===== src/hw/pgdr_pkg.sv =====
// Purpose: shared constants for the power-good delay, ramp gain and fault mask bank
// Assumes: command codes arrive on a byte-wide code port, data words are 16 bits
// Notes:   times are kept in their own unit and turned into cycle counts here
package pgdr_pkg;

    // command codes of the three settings
    localparam logic [7:0]  CMD_PGOOD_DELAY     = 8'hd4;
    localparam logic [7:0]  CMD_RAMP_GAIN       = 8'hd5;
    localparam logic [7:0]  CMD_FAULT_MASK      = 8'hd7;

    // reset values
    localparam logic [15:0] PGOOD_DELAY_RESET   = 16'hba00;  // one millisecond
    localparam logic [7:0]  RAMP_GAIN_RESET     = 8'h03;
    localparam logic [15:0] FAULT_MASK_RESET    = 16'h0000;

    // delay word layout: exponent on top, mantissa below
    localparam int          EXP_MSB             = 15;
    localparam int          EXP_LSB             = 11;
    localparam int          MAN_MSB             = 10;

    // output pages
    localparam int          NUM_PAGES           = 2;

    // fault mask bit positions
    localparam int          FM_SPREAD           = 13;
    localparam int          FM_OTHER_PHASE      = 12;
    localparam int          FM_PROCESSOR        = 11;
    localparam int          FM_CHECKSUM         = 10;
    localparam int          FM_OUT_UC           = 7;
    localparam int          FM_OUT_OC           = 6;
    localparam int          FM_IN_UV            = 5;
    localparam int          FM_IN_OV            = 4;
    localparam int          FM_UNDER_TEMP       = 3;
    localparam int          FM_OVER_TEMP        = 2;
    localparam int          FM_OUT_UV           = 1;
    localparam int          FM_OUT_OV           = 0;
    localparam logic [15:0] FAULT_USED_BITS     = 16'h3cff;  // 15:14, 9, 8 unused

    // timer resolution and clock
    localparam int          TICK_NS             = 125;
    localparam int          CLK_PERIOD_NS       = 4;
    localparam int          TICK_CYCLES         = (TICK_NS + CLK_PERIOD_NS - 1) / CLK_PERIOD_NS;
    localparam int          TICKS_PER_MS        = 1000000 / TICK_NS;
    localparam int          MAX_DELAY_MS        = 500;
    localparam int          MAX_DELAY_TICKS     = MAX_DELAY_MS * TICKS_PER_MS;
    localparam int          TICK_W              = 22;
    localparam int          DIV_W               = 16;

    // phases-in-rail field holds count minus one
    localparam logic [2:0]  RAIL_FOUR_PHASE     = 3'h3;

    // per-output power-good sequencer states
    typedef enum logic [2:0] {
        SEQ_IDLE  = 3'b001,
        SEQ_COUNT = 3'b010,
        SEQ_GOOD  = 3'b100
    } pgdr_seq_state_e;

endpackage


===== src/hw/pgdr_page_store.sv =====
// Purpose: per-page storage of the power-good delay word
// Assumes: one write port, one registered read port
// Notes:   all words also leave directly from their storage flops for the timers
`timescale 1ns/1ps
module pgdr_page_store
    import pgdr_pkg::*;
(
    // clock and reset
    input  wire logic                        clk_sys,
    input  wire logic                        reset,
    // write port
    input  wire logic                        wrEn,
    input  wire logic [0:0]                  wrPage,
    input  wire logic [15:0]                 wrData,
    // read port
    input  wire logic [0:0]                  rdPage,
    output logic      [15:0]                 rdData,
    // all stored words
    output logic      [NUM_PAGES-1:0][15:0]  allWords
);
    logic [NUM_PAGES-1:0][15:0] word_q;
    logic [NUM_PAGES-1:0][15:0] word_d;
    logic [15:0]                rdData_q;
    logic [15:0]                rdData_d;

    // write and read selection
    always_comb
    begin
        word_d           = word_q;
        if (wrEn)
        begin
            word_d[wrPage] = wrData;
        end
        rdData_d         = word_q[rdPage];
    end

    // storage, loaded with the one millisecond default
    always_ff @(posedge clk_sys)
    begin
        if (reset)
        begin
            word_q   <= {NUM_PAGES{PGOOD_DELAY_RESET}};
            rdData_q <= 16'h0000;
        end
        else
        begin
            word_q   <= word_d;
            rdData_q <= rdData_d;
        end
    end

    assign rdData   = rdData_q;
    assign allWords = word_q;

endmodule // pgdr_page_store


===== src/hw/pgdr_regs.sv =====
// Purpose: power-good delay timers, start-up ramp gain mode control, fault capture mask
// Assumes: one command at a time on the code port; status inputs synchronous to clk_sys
// Notes:   reads answer two cycles after the request; writes take effect next cycle
`timescale 1ns/1ps

module pgdr_regs
    import pgdr_pkg::*;
#(
    parameter int TICK_DIV  = TICK_CYCLES,
    parameter int MAX_TICKS = MAX_DELAY_TICKS
)
(
    // clock and reset
    input  wire logic                 clk_sys,
    input  wire logic                 reset,
    // command port from the management bus
    input  wire logic                 cmdWrite,
    input  wire logic                 cmdRead,
    input  wire logic [7:0]           cmdCode,
    input  wire logic [0:0]           cmdPage,
    input  wire logic [15:0]          cmdWrData,
    output logic      [15:0]          cmdRdData_q,
    output logic                      cmdRdValid_q,
    output logic                      cmdError_q,
    // regulation status
    input  wire logic [NUM_PAGES-1:0] outputAboveOn,
    input  wire logic [NUM_PAGES-1:0] outputEnable,
    input  wire logic [2:0]           phasesInRail,
    // fault sources, one bit per mask position
    input  wire logic [15:0]          faultEvents,
    // control outputs
    output logic [NUM_PAGES-1:0]      power_good_pin_q,
    output logic [NUM_PAGES-1:0]      adaptiveCompEn_q,
    output logic                      multiPhaseMode_q,
    output logic                      softOffAllowed_q,
    output logic                      turnOffFallUsed_q,
    output logic [NUM_PAGES-1:0]      highSideDriveOe_q,
    output logic [NUM_PAGES-1:0]      lowSideForceLow_q,
    output logic [7:0]                rampGain_q,
    output logic                      faultCaptureEvent_q,
    output logic [15:0]               faultCaptureSource_q
);
    import pgdr_pkg::*;

    // delay word to timer ticks, negative or zero mantissa gives zero
    function automatic logic [TICK_W-1:0] delayTicks(input logic [15:0] word);
        logic signed [4:0]  expo;
        logic signed [10:0] man;
        logic        [39:0] prod;
        logic        [39:0] scaled;
        expo   = signed'(word[EXP_MSB:EXP_LSB]);
        man    = signed'(word[MAN_MSB:0]);
        prod   = 40'(man[9:0]) * 40'(TICKS_PER_MS);
        if (expo < 0)
        begin
            scaled = prod >> 5'(-expo);
        end
        else
        begin
            scaled = prod << 5'(expo);
        end
        if (man <= 0)
        begin
            scaled = 40'h0;
        end
        if (scaled > 40'(MAX_TICKS))
        begin
            scaled = 40'(MAX_TICKS);
        end
        return scaled[TICK_W-1:0];
    endfunction

    // code decode, used on both the write and read paths
    function automatic logic isMapped(input logic [7:0] code);
        return (code == CMD_PGOOD_DELAY) || (code == CMD_RAMP_GAIN) ||
               (code == CMD_FAULT_MASK);
    endfunction

    // delay storage per page
    logic                        delayWrEn;
    logic [15:0]                 delayRdData;
    logic [NUM_PAGES-1:0][15:0]  delayWords;

    assign delayWrEn = cmdWrite && (cmdCode == CMD_PGOOD_DELAY);

    pgdr_page_store u_store
    (
        .clk_sys  (clk_sys),
        .reset    (reset),
        .wrEn     (delayWrEn),
        .wrPage   (cmdPage),
        .wrData   (cmdWrData),
        .rdPage   (cmdPage),
        .rdData   (delayRdData),
        .allWords (delayWords)
    );

    // global settings and command answer
    logic [7:0]  gain_d;
    logic [15:0] faultMask_q;
    logic [15:0] faultMask_d;
    logic        rdPend_q;
    logic        rdPend_d;
    logic        accErr_q;
    logic        accErr_d;
    logic [7:0]  rdCode_q;
    logic [7:0]  rdCode_d;
    logic [15:0] rdData_d;
    logic        rdValid_d;
    logic        error_d;

    always_comb
    begin
        gain_d      = rampGain_q;
        faultMask_d = faultMask_q;
        rdPend_d    = 1'b0;
        accErr_d    = 1'b0;
        rdCode_d    = rdCode_q;
        if (cmdWrite)
        begin
            if (cmdCode == CMD_RAMP_GAIN)
            begin
                gain_d = cmdWrData[7:0];
            end
            if (cmdCode == CMD_FAULT_MASK)
            begin
                faultMask_d = cmdWrData;
            end
            accErr_d = !isMapped(cmdCode);
        end
        else if (cmdRead)
        begin
            rdPend_d = isMapped(cmdCode);
            accErr_d = !isMapped(cmdCode);
            rdCode_d = cmdCode;
        end
        // second stage: select the answer word
        rdValid_d = rdPend_q;
        error_d   = accErr_q;
        rdData_d  = cmdRdData_q;
        if (rdPend_q)
        begin
            case (rdCode_q)
                CMD_PGOOD_DELAY: rdData_d = delayRdData;
                CMD_RAMP_GAIN:  rdData_d = {8'h00, rampGain_q};
                CMD_FAULT_MASK: rdData_d = faultMask_q;
                default:        rdData_d = 16'h0000;
            endcase
        end
    end

    always_ff @(posedge clk_sys)
    begin
        if (reset)
        begin
            rampGain_q   <= RAMP_GAIN_RESET;
            faultMask_q  <= FAULT_MASK_RESET;
            rdPend_q     <= 1'b0;
            accErr_q     <= 1'b0;
            rdCode_q     <= 8'h00;
            cmdRdData_q  <= 16'h0000;
            cmdRdValid_q <= 1'b0;
            cmdError_q   <= 1'b0;
        end
        else
        begin
            rampGain_q   <= gain_d;
            faultMask_q  <= faultMask_d;
            rdPend_q     <= rdPend_d;
            accErr_q     <= accErr_d;
            rdCode_q     <= rdCode_d;
            cmdRdData_q  <= rdData_d;
            cmdRdValid_q <= rdValid_d;
            cmdError_q   <= error_d;
        end
    end

    // 128 ns timer step from the system clock (125 ns rounded up to 32 cycles)
    logic [DIV_W-1:0] div_q;
    logic [DIV_W-1:0] div_d;
    logic             tick;

    always_comb
    begin
        tick  = (div_q == DIV_W'(TICK_DIV - 1));
        div_d = tick ? '0 : div_q + 1'b1;
    end

    always_ff @(posedge clk_sys)
    begin
        if (reset)
        begin
            div_q <= '0;
        end
        else
        begin
            div_q <= div_d;
        end
    end

    // power-good sequencer per output page
    pgdr_seq_state_e [NUM_PAGES-1:0]              seqState_q;
    pgdr_seq_state_e [NUM_PAGES-1:0]              seqState_d;
    logic            [NUM_PAGES-1:0][TICK_W-1:0] seqCount_q;
    logic            [NUM_PAGES-1:0][TICK_W-1:0] seqCount_d;
    logic            [NUM_PAGES-1:0]             goodPin_d;

    always_comb
    begin
        for (int p = 0; p < NUM_PAGES; p++)
        begin
            seqState_d[p] = seqState_q[p];
            seqCount_d[p] = seqCount_q[p];
            case (seqState_q[p])
                SEQ_IDLE:
                begin
                    if (outputAboveOn[p])
                    begin
                        seqCount_d[p] = delayTicks(delayWords[p]);
                        seqState_d[p] = SEQ_COUNT;
                    end
                end
                SEQ_COUNT:
                begin
                    if (!outputAboveOn[p])
                    begin
                        seqState_d[p] = SEQ_IDLE;
                    end
                    else if (seqCount_q[p] == '0)
                    begin
                        seqState_d[p] = SEQ_GOOD;
                    end
                    else if (tick)
                    begin
                        seqCount_d[p] = seqCount_q[p] - 1'b1;
                    end
                end
                SEQ_GOOD:
                begin
                    if (!outputAboveOn[p])
                    begin
                        seqState_d[p] = SEQ_IDLE;
                    end
                end
                default: seqState_d[p] = SEQ_IDLE;
            endcase
            goodPin_d[p] = (seqState_d[p] == SEQ_GOOD);
        end
    end

    always_ff @(posedge clk_sys)
    begin
        if (reset)
        begin
            seqState_q       <= '{default: SEQ_IDLE};
            seqCount_q       <= '0;
            power_good_pin_q <= '0;
        end
        else
        begin
            seqState_q       <= seqState_d;
            seqCount_q       <= seqCount_d;
            power_good_pin_q <= goodPin_d;
        end
    end

    // ramp mode: compensation, soft-off and shutdown drive control
    logic                 mpMode_d;
    logic [NUM_PAGES-1:0] comp_d;
    logic [NUM_PAGES-1:0] hsOe_d;
    logic [NUM_PAGES-1:0] lsLow_d;

    always_comb
    begin
        mpMode_d = (phasesInRail == RAIL_FOUR_PHASE);
        for (int p = 0; p < NUM_PAGES; p++)
        begin
            // standalone keeps compensation on; multiphase waits for power-good
            comp_d[p]  = !mpMode_d || goodPin_d[p];
            hsOe_d[p]  = !(mpMode_d && !outputEnable[p]);
            lsLow_d[p] = mpMode_d && !outputEnable[p];
        end
    end

    always_ff @(posedge clk_sys)
    begin
        if (reset)
        begin
            multiPhaseMode_q  <= 1'b0;
            softOffAllowed_q  <= 1'b1;
            turnOffFallUsed_q <= 1'b1;
            adaptiveCompEn_q  <= '1;
            highSideDriveOe_q <= '1;
            lowSideForceLow_q <= '0;
        end
        else
        begin
            multiPhaseMode_q  <= mpMode_d;
            softOffAllowed_q  <= !mpMode_d;
            turnOffFallUsed_q <= !mpMode_d;
            adaptiveCompEn_q  <= comp_d;
            highSideDriveOe_q <= hsOe_d;
            lowSideForceLow_q <= lsLow_d;
        end
    end
    // rampGain_q feeds the ramp generator, whose slope scales with it

    // fault capture trigger on new, unmasked, used fault bits
    logic [15:0] faultPrev_q;
    logic [15:0] newFaults;

    always_comb
    begin
        newFaults = faultEvents & ~faultPrev_q & ~faultMask_q & FAULT_USED_BITS;
    end

    always_ff @(posedge clk_sys)
    begin
        if (reset)
        begin
            faultPrev_q          <= 16'h0000;
            faultCaptureEvent_q  <= 1'b0;
            faultCaptureSource_q <= 16'h0000;
        end
        else
        begin
            faultPrev_q          <= faultEvents;
            faultCaptureEvent_q  <= |newFaults;
            faultCaptureSource_q <= newFaults;
        end
    end

endmodule // pgdr_regs


===== config.mk =====
export PLATFORM = sky130hd
export DESIGN_NAME = pgdr_regs
export DESIGN_NICKNAME = d
export VERILOG_FILES = /design/src/hw/pgdr_pkg.sv /design/src/hw/pgdr_page_store.sv /design/src/hw/pgdr_regs.sv
export SDC_FILE = /design/constraint.sdc
export NUM_CORES = 1
export LEC_CHECK = 0
export BUFFER_PORTS_ARGS = -buffer_cell sky130_fd_sc_hd__buf_4
export CORE_UTILIZATION = 60
export DETAILED_ROUTE_END_ITERATION = 10
export PLACE_DENSITY = 0.79
export SLEW_MARGIN = 20
export SYNTH_ARGS = -nofsm -noshare
export SYNTH_HDL_FRONTEND = slang
export SYNTH_SLANG_ARGS = --single-unit

===== constraint.sdc =====
create_clock -name clk_sys -period 8.1 [get_ports clk_sys]
set_input_delay 0 -clock clk_sys [delete_from_list [all_inputs] [get_ports clk_sys]]
set_output_delay 0 -clock clk_sys [all_outputs]
set_load 0.02 [all_outputs]

==> run_results.csv, run 1 <==
group,metric,value,unit
run_status,outcome,"completed",
floorplanning,die_y,176,um
hold_path,hp-class,"primary input to flip-flop",
sta,max_slew.worst_pin.slew,1.13,ns
finish,n_fill_cell,2321,
pwr,powerDensity,113,nW/um^2
synth,ys_seq_area_share,22.3,%
sta,final_hold_viol_count,0,
setup_path,crit_family,"adder cells",
floorplanning,die-area,30800,um^2
finish,layout.nets,2631,
drt,drt_iter0_drc,2936,
sta,max_freq,0.135,GHz
grt,antenna_found_initial,1,
finish,drive_gt1_share,10.3,%
sta,fin_crit,7.38,ns
pwr,power,2.30,mW
setup_path,path_buf_inv,2,
setup_path,critPathKind,"flip-flop to flip-flop",
drt,routed_via_density,7.00,
clocking,numClockSinks,201,
sta,fin_tns_setup,0,ns
sta,fin_skew,0.0187,ns
setup_path,required,8.54,ns
setup_path,slowest_delay,0.61,ns
grt,grt_pass1_vias,18800,
clocking,cts_max_level,1,
sta,holdWs,0.0932,ns
floorplanning,core,29600,um^2
place,portBuffers,97,
setup_path,worstSetupEndpointType,"flip-flop",
finish,syn2layout_area_growth,12.1,%
flow_run,cap_violations,0,
drt,wl,66.1,mm
pwr,vdd_drop_max,156,uV
clocking,clock-root-buffer,"clkbuf_16",
place,gp_congestion,1.06,
setup_path,cp_slowest_cell,"fa_1",
setup_path,cpMostUsedCell,"fa_1",
synth,syn_inst,2349,
synth,syn_area_per_cell,7.70,um^2
sta,slew-limit-headroom,24.4,%
sta,setup_viol,0,
floorplanning,start_util,61.0,%
grt,grt_usage,42.1,%
grt,grt_overflow,0,
setup_path,start_kind,"flip-flop",
place,dp.cells,2732,
drt,drt-pass1-iter-count,10,
synth,synth.distinct_cells,97,
synth,syn_area,18100,um^2
floorplanning,io_pins,106,
drt,vias,19800,
synth,ys_warn_count,0,
drt,drc,0,
floorplanning,rows,63,
finish,stdcell_count,2826,
synth,ys_async_sr_fraction,0,%
drt,drt-wirelength-per-cell,23.4,um
pwr,p_leak,8.33,nW
synth,synth_edf_count,0,
place,dp_slack,1.00,ns
sta,period_share,91.2,%
synth,yosys_most_used_dff,"dfxtp_1",
synth,ys_ff_latch,201,
place,hpwlAfterDp,47.1,mm
clocking,cts_buffers,23,
floorplanning,die_w,176,um
clocking,clkLatencyLatePin,0.52,ns
setup_path,crit_arrival,7.83,ns
clocking,clkTransAtPathRegs,0.06,ns
setup_path,path_cells,"inv_1, fa_1, fa_1, fa_1, inv_1, fa_1, ha_1, o211a_1, a21boi_4, o21ai_1, or2_2, mux4_2, a211oi_1, nand3_1, nor4b_1, a311oi_2, nor3_4, o21ai_0, a21oi_1",
grt,grt_max_degree,89,
clocking,clock_path_buffers,3,
clocking,ctsResizeCount,0,
drt,ant_nets,0,
sta,layout_setup_ws,0.716,ns
clocking,cts_tree,"done",
sta,drv_slew,0,
grt,grt_pass1_wl,103,mm
sta,rsz0062_at_grt,"no",
setup_path,critPathMaxFanout,12,
-- cell families (layout without fill, tap and decap cells) --
logic type / count (synthesis) / after routing / share of synthesized area [%]
compound gates: 713 / 713 / 27.2
xor+xnor: 51 / 51 / 2.47
fa+ha+maj: 157 / 157 / 13.3
buf+inv: 286 / 369 / 6.29
flops: 201 / 201 / 22.3
mux: 88 / 88 / 5.83
other cells: 1 / 5 / 0.0207
simple gates: 852 / 852 / 22.7
-- where the power goes --
part / total (mW) / internal (mW) / switching (mW)
Combinational: 0.244 / 0.101 / 0.143
Sequential: 1.04 / 1.02 / 0.0245
Clock: 1.01 / 0.585 / 0.428
-- state kept, by name, summed over array words and instances, names as in the netlist, 12 cells and up --
name and flops:
u_store.allWords 32, faultMask_q 16, faultPrev_q 12, div_q 16, u_store.rdData 16, seqCount_q 44
faultCaptureSource_q 12, cmdRdData_q 16
-- path summary, 6_finish.rpt --
kind         slack [ns]                 start  depth (start not counted)                       to
max                0.72  u_store.allWords[17]                         19           seqCount_q[34]
min                0.09       phasesInRail[2]                          4         multiPhaseMode_q
max reg2reg        0.72  u_store.allWords[17]                         19           seqCount_q[34]
min reg2reg        0.45        faultPrev_q[0]                          1  faultCaptureSource_q[0]
-- worst min-delay path: stages --
cell	delay (ns)
buf_4	0.08
nor2_1	0.04
nand3_1	0.17
inv_1	0.21
-- metrics by stage --
stage,utilization (%),instance area [um^2]
after CTS,68.4,20300
after detailed placement,64.1,19000
after floorplan,-,18100
final,68.4,20300
after global routing,68.4,20300
after global placement,64.1,19000
-- routing by layer --
layer	global-route usage (%)	wire (um)
met1	53.6	25400
met2	67.9	30000
met3	7.10	6690
met4	22.6	3890
met5	0	0
-- repair_timing --
action | in CTS | in global routing
hold buffers | 55 | 0
hold endpoints to repair | 127 | 0
buffers inserted | 0 | 0
-- cell type report --
| class | instances | area [um^2] | area share (%) |
|---|---|---|---|
| clock inverter | 5 | 71.3 | 0.352 |
| antenna | 1 | 2.50 | 0.0123 |
| timing repair buffer | 192 | 1580 | 7.79 |
| multi-input combinational | 1865 | 12900 | 63.8 |
| clock buffer | 33 | 643 | 3.17 |
| tap | 390 | 488 | 2.41 |
| sequential | 201 | 4020 | 19.8 |
| inverter | 139 | 522 | 2.57 |
-- cells in the mapped netlist (all sizes together), types with 53 or more instances --
cell type	number	share of area, %
mux2i	58	3.2
a21oi	177	5.0
dfxtp	201	22
nor2	249	5.2
nand2	230	4.8
inv	139	2.9
nand3	53	1.5
nor3	74	2.2
ha	99	6.8
fa	58	6.4
o21ai	131	3.6
clkbuf	114	2.4
-- placed cells by master, fill, tap and decap left out, types with 16 or more instances in the layout --
cell type / instances
nor2_1: 245
nand2_1: 230
dfxtp_1: 201
a21oi_1: 176
inv_1: 138
buf_4: 137
o21ai_0: 123
ha_1: 99
nor3_1: 71
mux2i_1: 58
fa_1: 58
dlygate4sd3_1: 55
nand3_1: 53
o211ai_1: 41
a211oi_1: 40
nand2b_1: 35
nor2b_1: 33
xor2_1: 28
and3_1: 27
and2_1: 26
nor4_1: 25
o22ai_1: 24
xnor2_1: 23
clkbuf_16: 23
nand4_1: 21
o31ai_1: 21
a22oi_1: 20
a31oi_1: 19
mux2_2: 18
a22o_1: 17
o221ai_1: 17
or2_2: 16
No activity file was read; power rests on OpenSTA's default activity.
==> run 2: changes to the inputs <==
Settings changed: ABC_AREA set to 1, TNS_END_PERCENT set to 1.
==> run 2 against run 1 <==
  * Global-route usage decreased by 5.6 points
  * Non-clock buffer count decreased by 36
  * Combinational power increased by 25%
  * Die area decreased by 1.2%
  * Critical path type unchanged
  * Largest cell class unchanged
==> run_results.csv, run 2 <==
group,metric,value,unit
drt,ant_nets,0,
synth,synth_most_common_cell,"nand2_1",
synth,syn_area,17900,um^2
setup_path,critPathKind,"flip-flop to flip-flop",
finish,layout.nets,3117,
finish,final_cell_mix,"nand2_1 (718), inv_1 (360), nand3_1 (309)",
sta,setup_viol,0,
setup_path,cp_slowest_cell,"fa_1",
finish,top_register,"seqCount_q",
sta,drv_slew,0,
clocking,clkLatencyLatePin,0.51,ns
synth,synth.distinct_cells,60,
sta,max_freq,0.170,GHz
clocking,clock-root-buffer,"clkbuf_16",
synth,ys_async_sr_fraction,0,%
grt,grt_pass1_wl,90.1,mm
sta,rsz0062_at_grt,"no",
floorplanning,start_util,61.6,%
pwr,p_leak,9.76,nW
pwr,vdd_drop_max,232,uV
flow_run,cap_violations,0,
synth,synth_edf_count,0,
pwr,powerDensity,122,nW/um^2
setup_path,cpMostUsedCell,"nand2_1",
synth,ys_warn_count,0,
synth,synth_top_cell_by_area,"dfxtp_1",
drt,drt_iter0_drc,1877,
floorplanning,die-area,30500,um^2
grt,grt_max_degree,101,
setup_path,worstSetupEndpointType,"flip-flop",
floorplanning,core,29000,um^2
synth,synthTopCellsByCount,"nand2_1 (718), inv_1 (360), nand3_1 (309), nor2_1 (267), a21oi_1 (221)",
sta,fin_skew,0.0116,ns
floorplanning,die_w,175,um
clocking,cts_tree,"done",
sta,final_hold_viol_count,0,
clocking,postCtsSetupBuffers,0,
sta,max_slew.worst_pin.slew,0.948,ns
drt,vias,19100,
finish,syn2layout_area_growth,11.0,%
sta,fin_tns_setup,0,ns
setup_path,required,8.45,ns
finish,largest_reg_flops,44,
floorplanning,rows,62,
run_status,outcome,"completed",
floorplanning,die_y,175,um
finish,drive_gt1_share,9.40,%
clocking,cts_buffers,22,
grt,grt_usage,36.5,%
sta,slew-limit-headroom,36.5,%
synth,ys_seq_area_share,22.5,%
drt,wl,55.9,mm
synth,ys_ff_latch,201,
clocking,clkTransAtPathRegs,0.06,ns
synth,yosys.area.top_type_share,22.5,%
setup_path,slowest_delay,0.61,ns
drt,routed_via_density,5.78,
synth,syn_inst,2849,
place,hpwlAfterDp,42.0,mm
synth,netlist_top_cells_area,"dfxtp_1 (23%), nand2_1 (15%), nand3_1 (8.7%), inv_1 (7.6%), ha_1 (6.9%)",
setup_path,crit_arrival,6.23,ns
synth,yosys_most_used_dff,"dfxtp_1",
hold_path,hp-class,"primary input to flip-flop",
place,dp_slack,2.33,ns
drt,drt-wirelength-per-cell,16.9,um
grt,grt_pass1_vias,18100,
clocking,numClockSinks,201,
drt,drc,0,
floorplanning,io_pins,106,
finish,final_common_cell,"nand2_1",
sta,layout_setup_ws,2.22,ns
drt,drt-pass1-iter-count,6,
grt,antenna_found_initial,1,
synth,syn_area_per_cell,6.27,um^2
setup_path,start_kind,"flip-flop",
finish,n_fill_cell,2580,
setup_path,critPathMaxFanout,17,
sta,holdWs,0.112,ns
place,portBuffers,97,
clocking,cts_max_level,1,
clocking,clock_path_buffers,3,
place,gp_congestion,1.00,
sta,fin_crit,5.88,ns
grt,grt_overflow,0,
sta,period_share,72.6,%
[run 2: worst max-delay path: cells and delay by family (launching register included)]
kind / cells / cell delay, ns
flops: 1 / 0.58
fa+ha+maj: 5 / 2.40
compound gates: 2 / 0.34
buf+inv: 4 / 0.43
simple gates: 18 / 1.97
[run 2: cell families (layout without fill, tap and decap cells)]
group                      Yosys count  after routing  share of synthesized area (%)
adders and majority gates          157            157                           13.4
muxes                                1              1                         0.0560
other                                1              5                         0.0210
and+or+nand+nor                   1471           1471                           36.5
xor gates and xnor gates            18             18                           1.13
AOI/OAI and AO/OA                  496            496                           15.1
DFF                                201            201                           22.5
buffers and inverters              504            576                           11.3
[run 2: layer usage]
| metal | GRT usage (%) | vias to the layer above | part of all wire [%] |
|---|---|---|---|
| met5 | 0 | - | 0 |
| li1 | - | 9338 | - |
| met4 | 17.8 | 0 | 5.5 |
| met3 | 3.98 | 189 | 6.4 |
| met2 | 63.1 | 767 | 47 |
| met1 | 45.0 | 8843 | 41 |
[run 2: power by group]
part	internal, mW	leakage (nW)	switching [mW]	total [mW]
Sequential	1.02	1.64	0.0286	1.05
Combinational	0.111	7.75	0.194	0.305
Clock	0.647	0.368	0.407	1.05
Total	1.78	9.76	0.630	2.41
[run 2: layout make-up]
cell class | count | area, um^2 | area share [%]
diodes | 1 | 2.50 | 0.0126
flip-flops and latches | 201 | 4020 | 20.3
repair buffers | 156 | 1290 | 6.51
well taps | 384 | 480 | 2.42
clock inverters | 7 | 120 | 0.606
inverters | 380 | 1430 | 7.19
clock buffers | 33 | 643 | 3.24
multi-input cells | 2147 | 11800 | 59.7
[run 2: final timing paths]
kind,startpoint,to,slack [ns],depth (start not counted)
min,reset,power_good_pin_q[1],0.11,2
max reg2reg,u_store.allWords[17],seqCount_q[33],2.22,29
max,u_store.allWords[17],seqCount_q[33],2.22,29
min reg2reg,accErr_q,cmdError_q,0.43,2
[run 2: per-stage QoR]
stage | instances | utilization [%] | area, um^2 | power (mW)
global placement | 3220 | 64.1 | 18600 | 1.34
finish | 3309 | 68.4 | 19800 | 2.41
CTS | 3308 | 68.4 | 19800 | 2.41
detailed placement | 3220 | 64.1 | 18600 | 1.35
floorplan | 2852 | - | 17900 | 1.26
global route | 3309 | 68.4 | 19800 | 2.49
[run 2: repair_timing]
action	CTS	global route
hold buffers	48	0
endpoints found under the hold margin	123	0
gates resized for setup	0	0
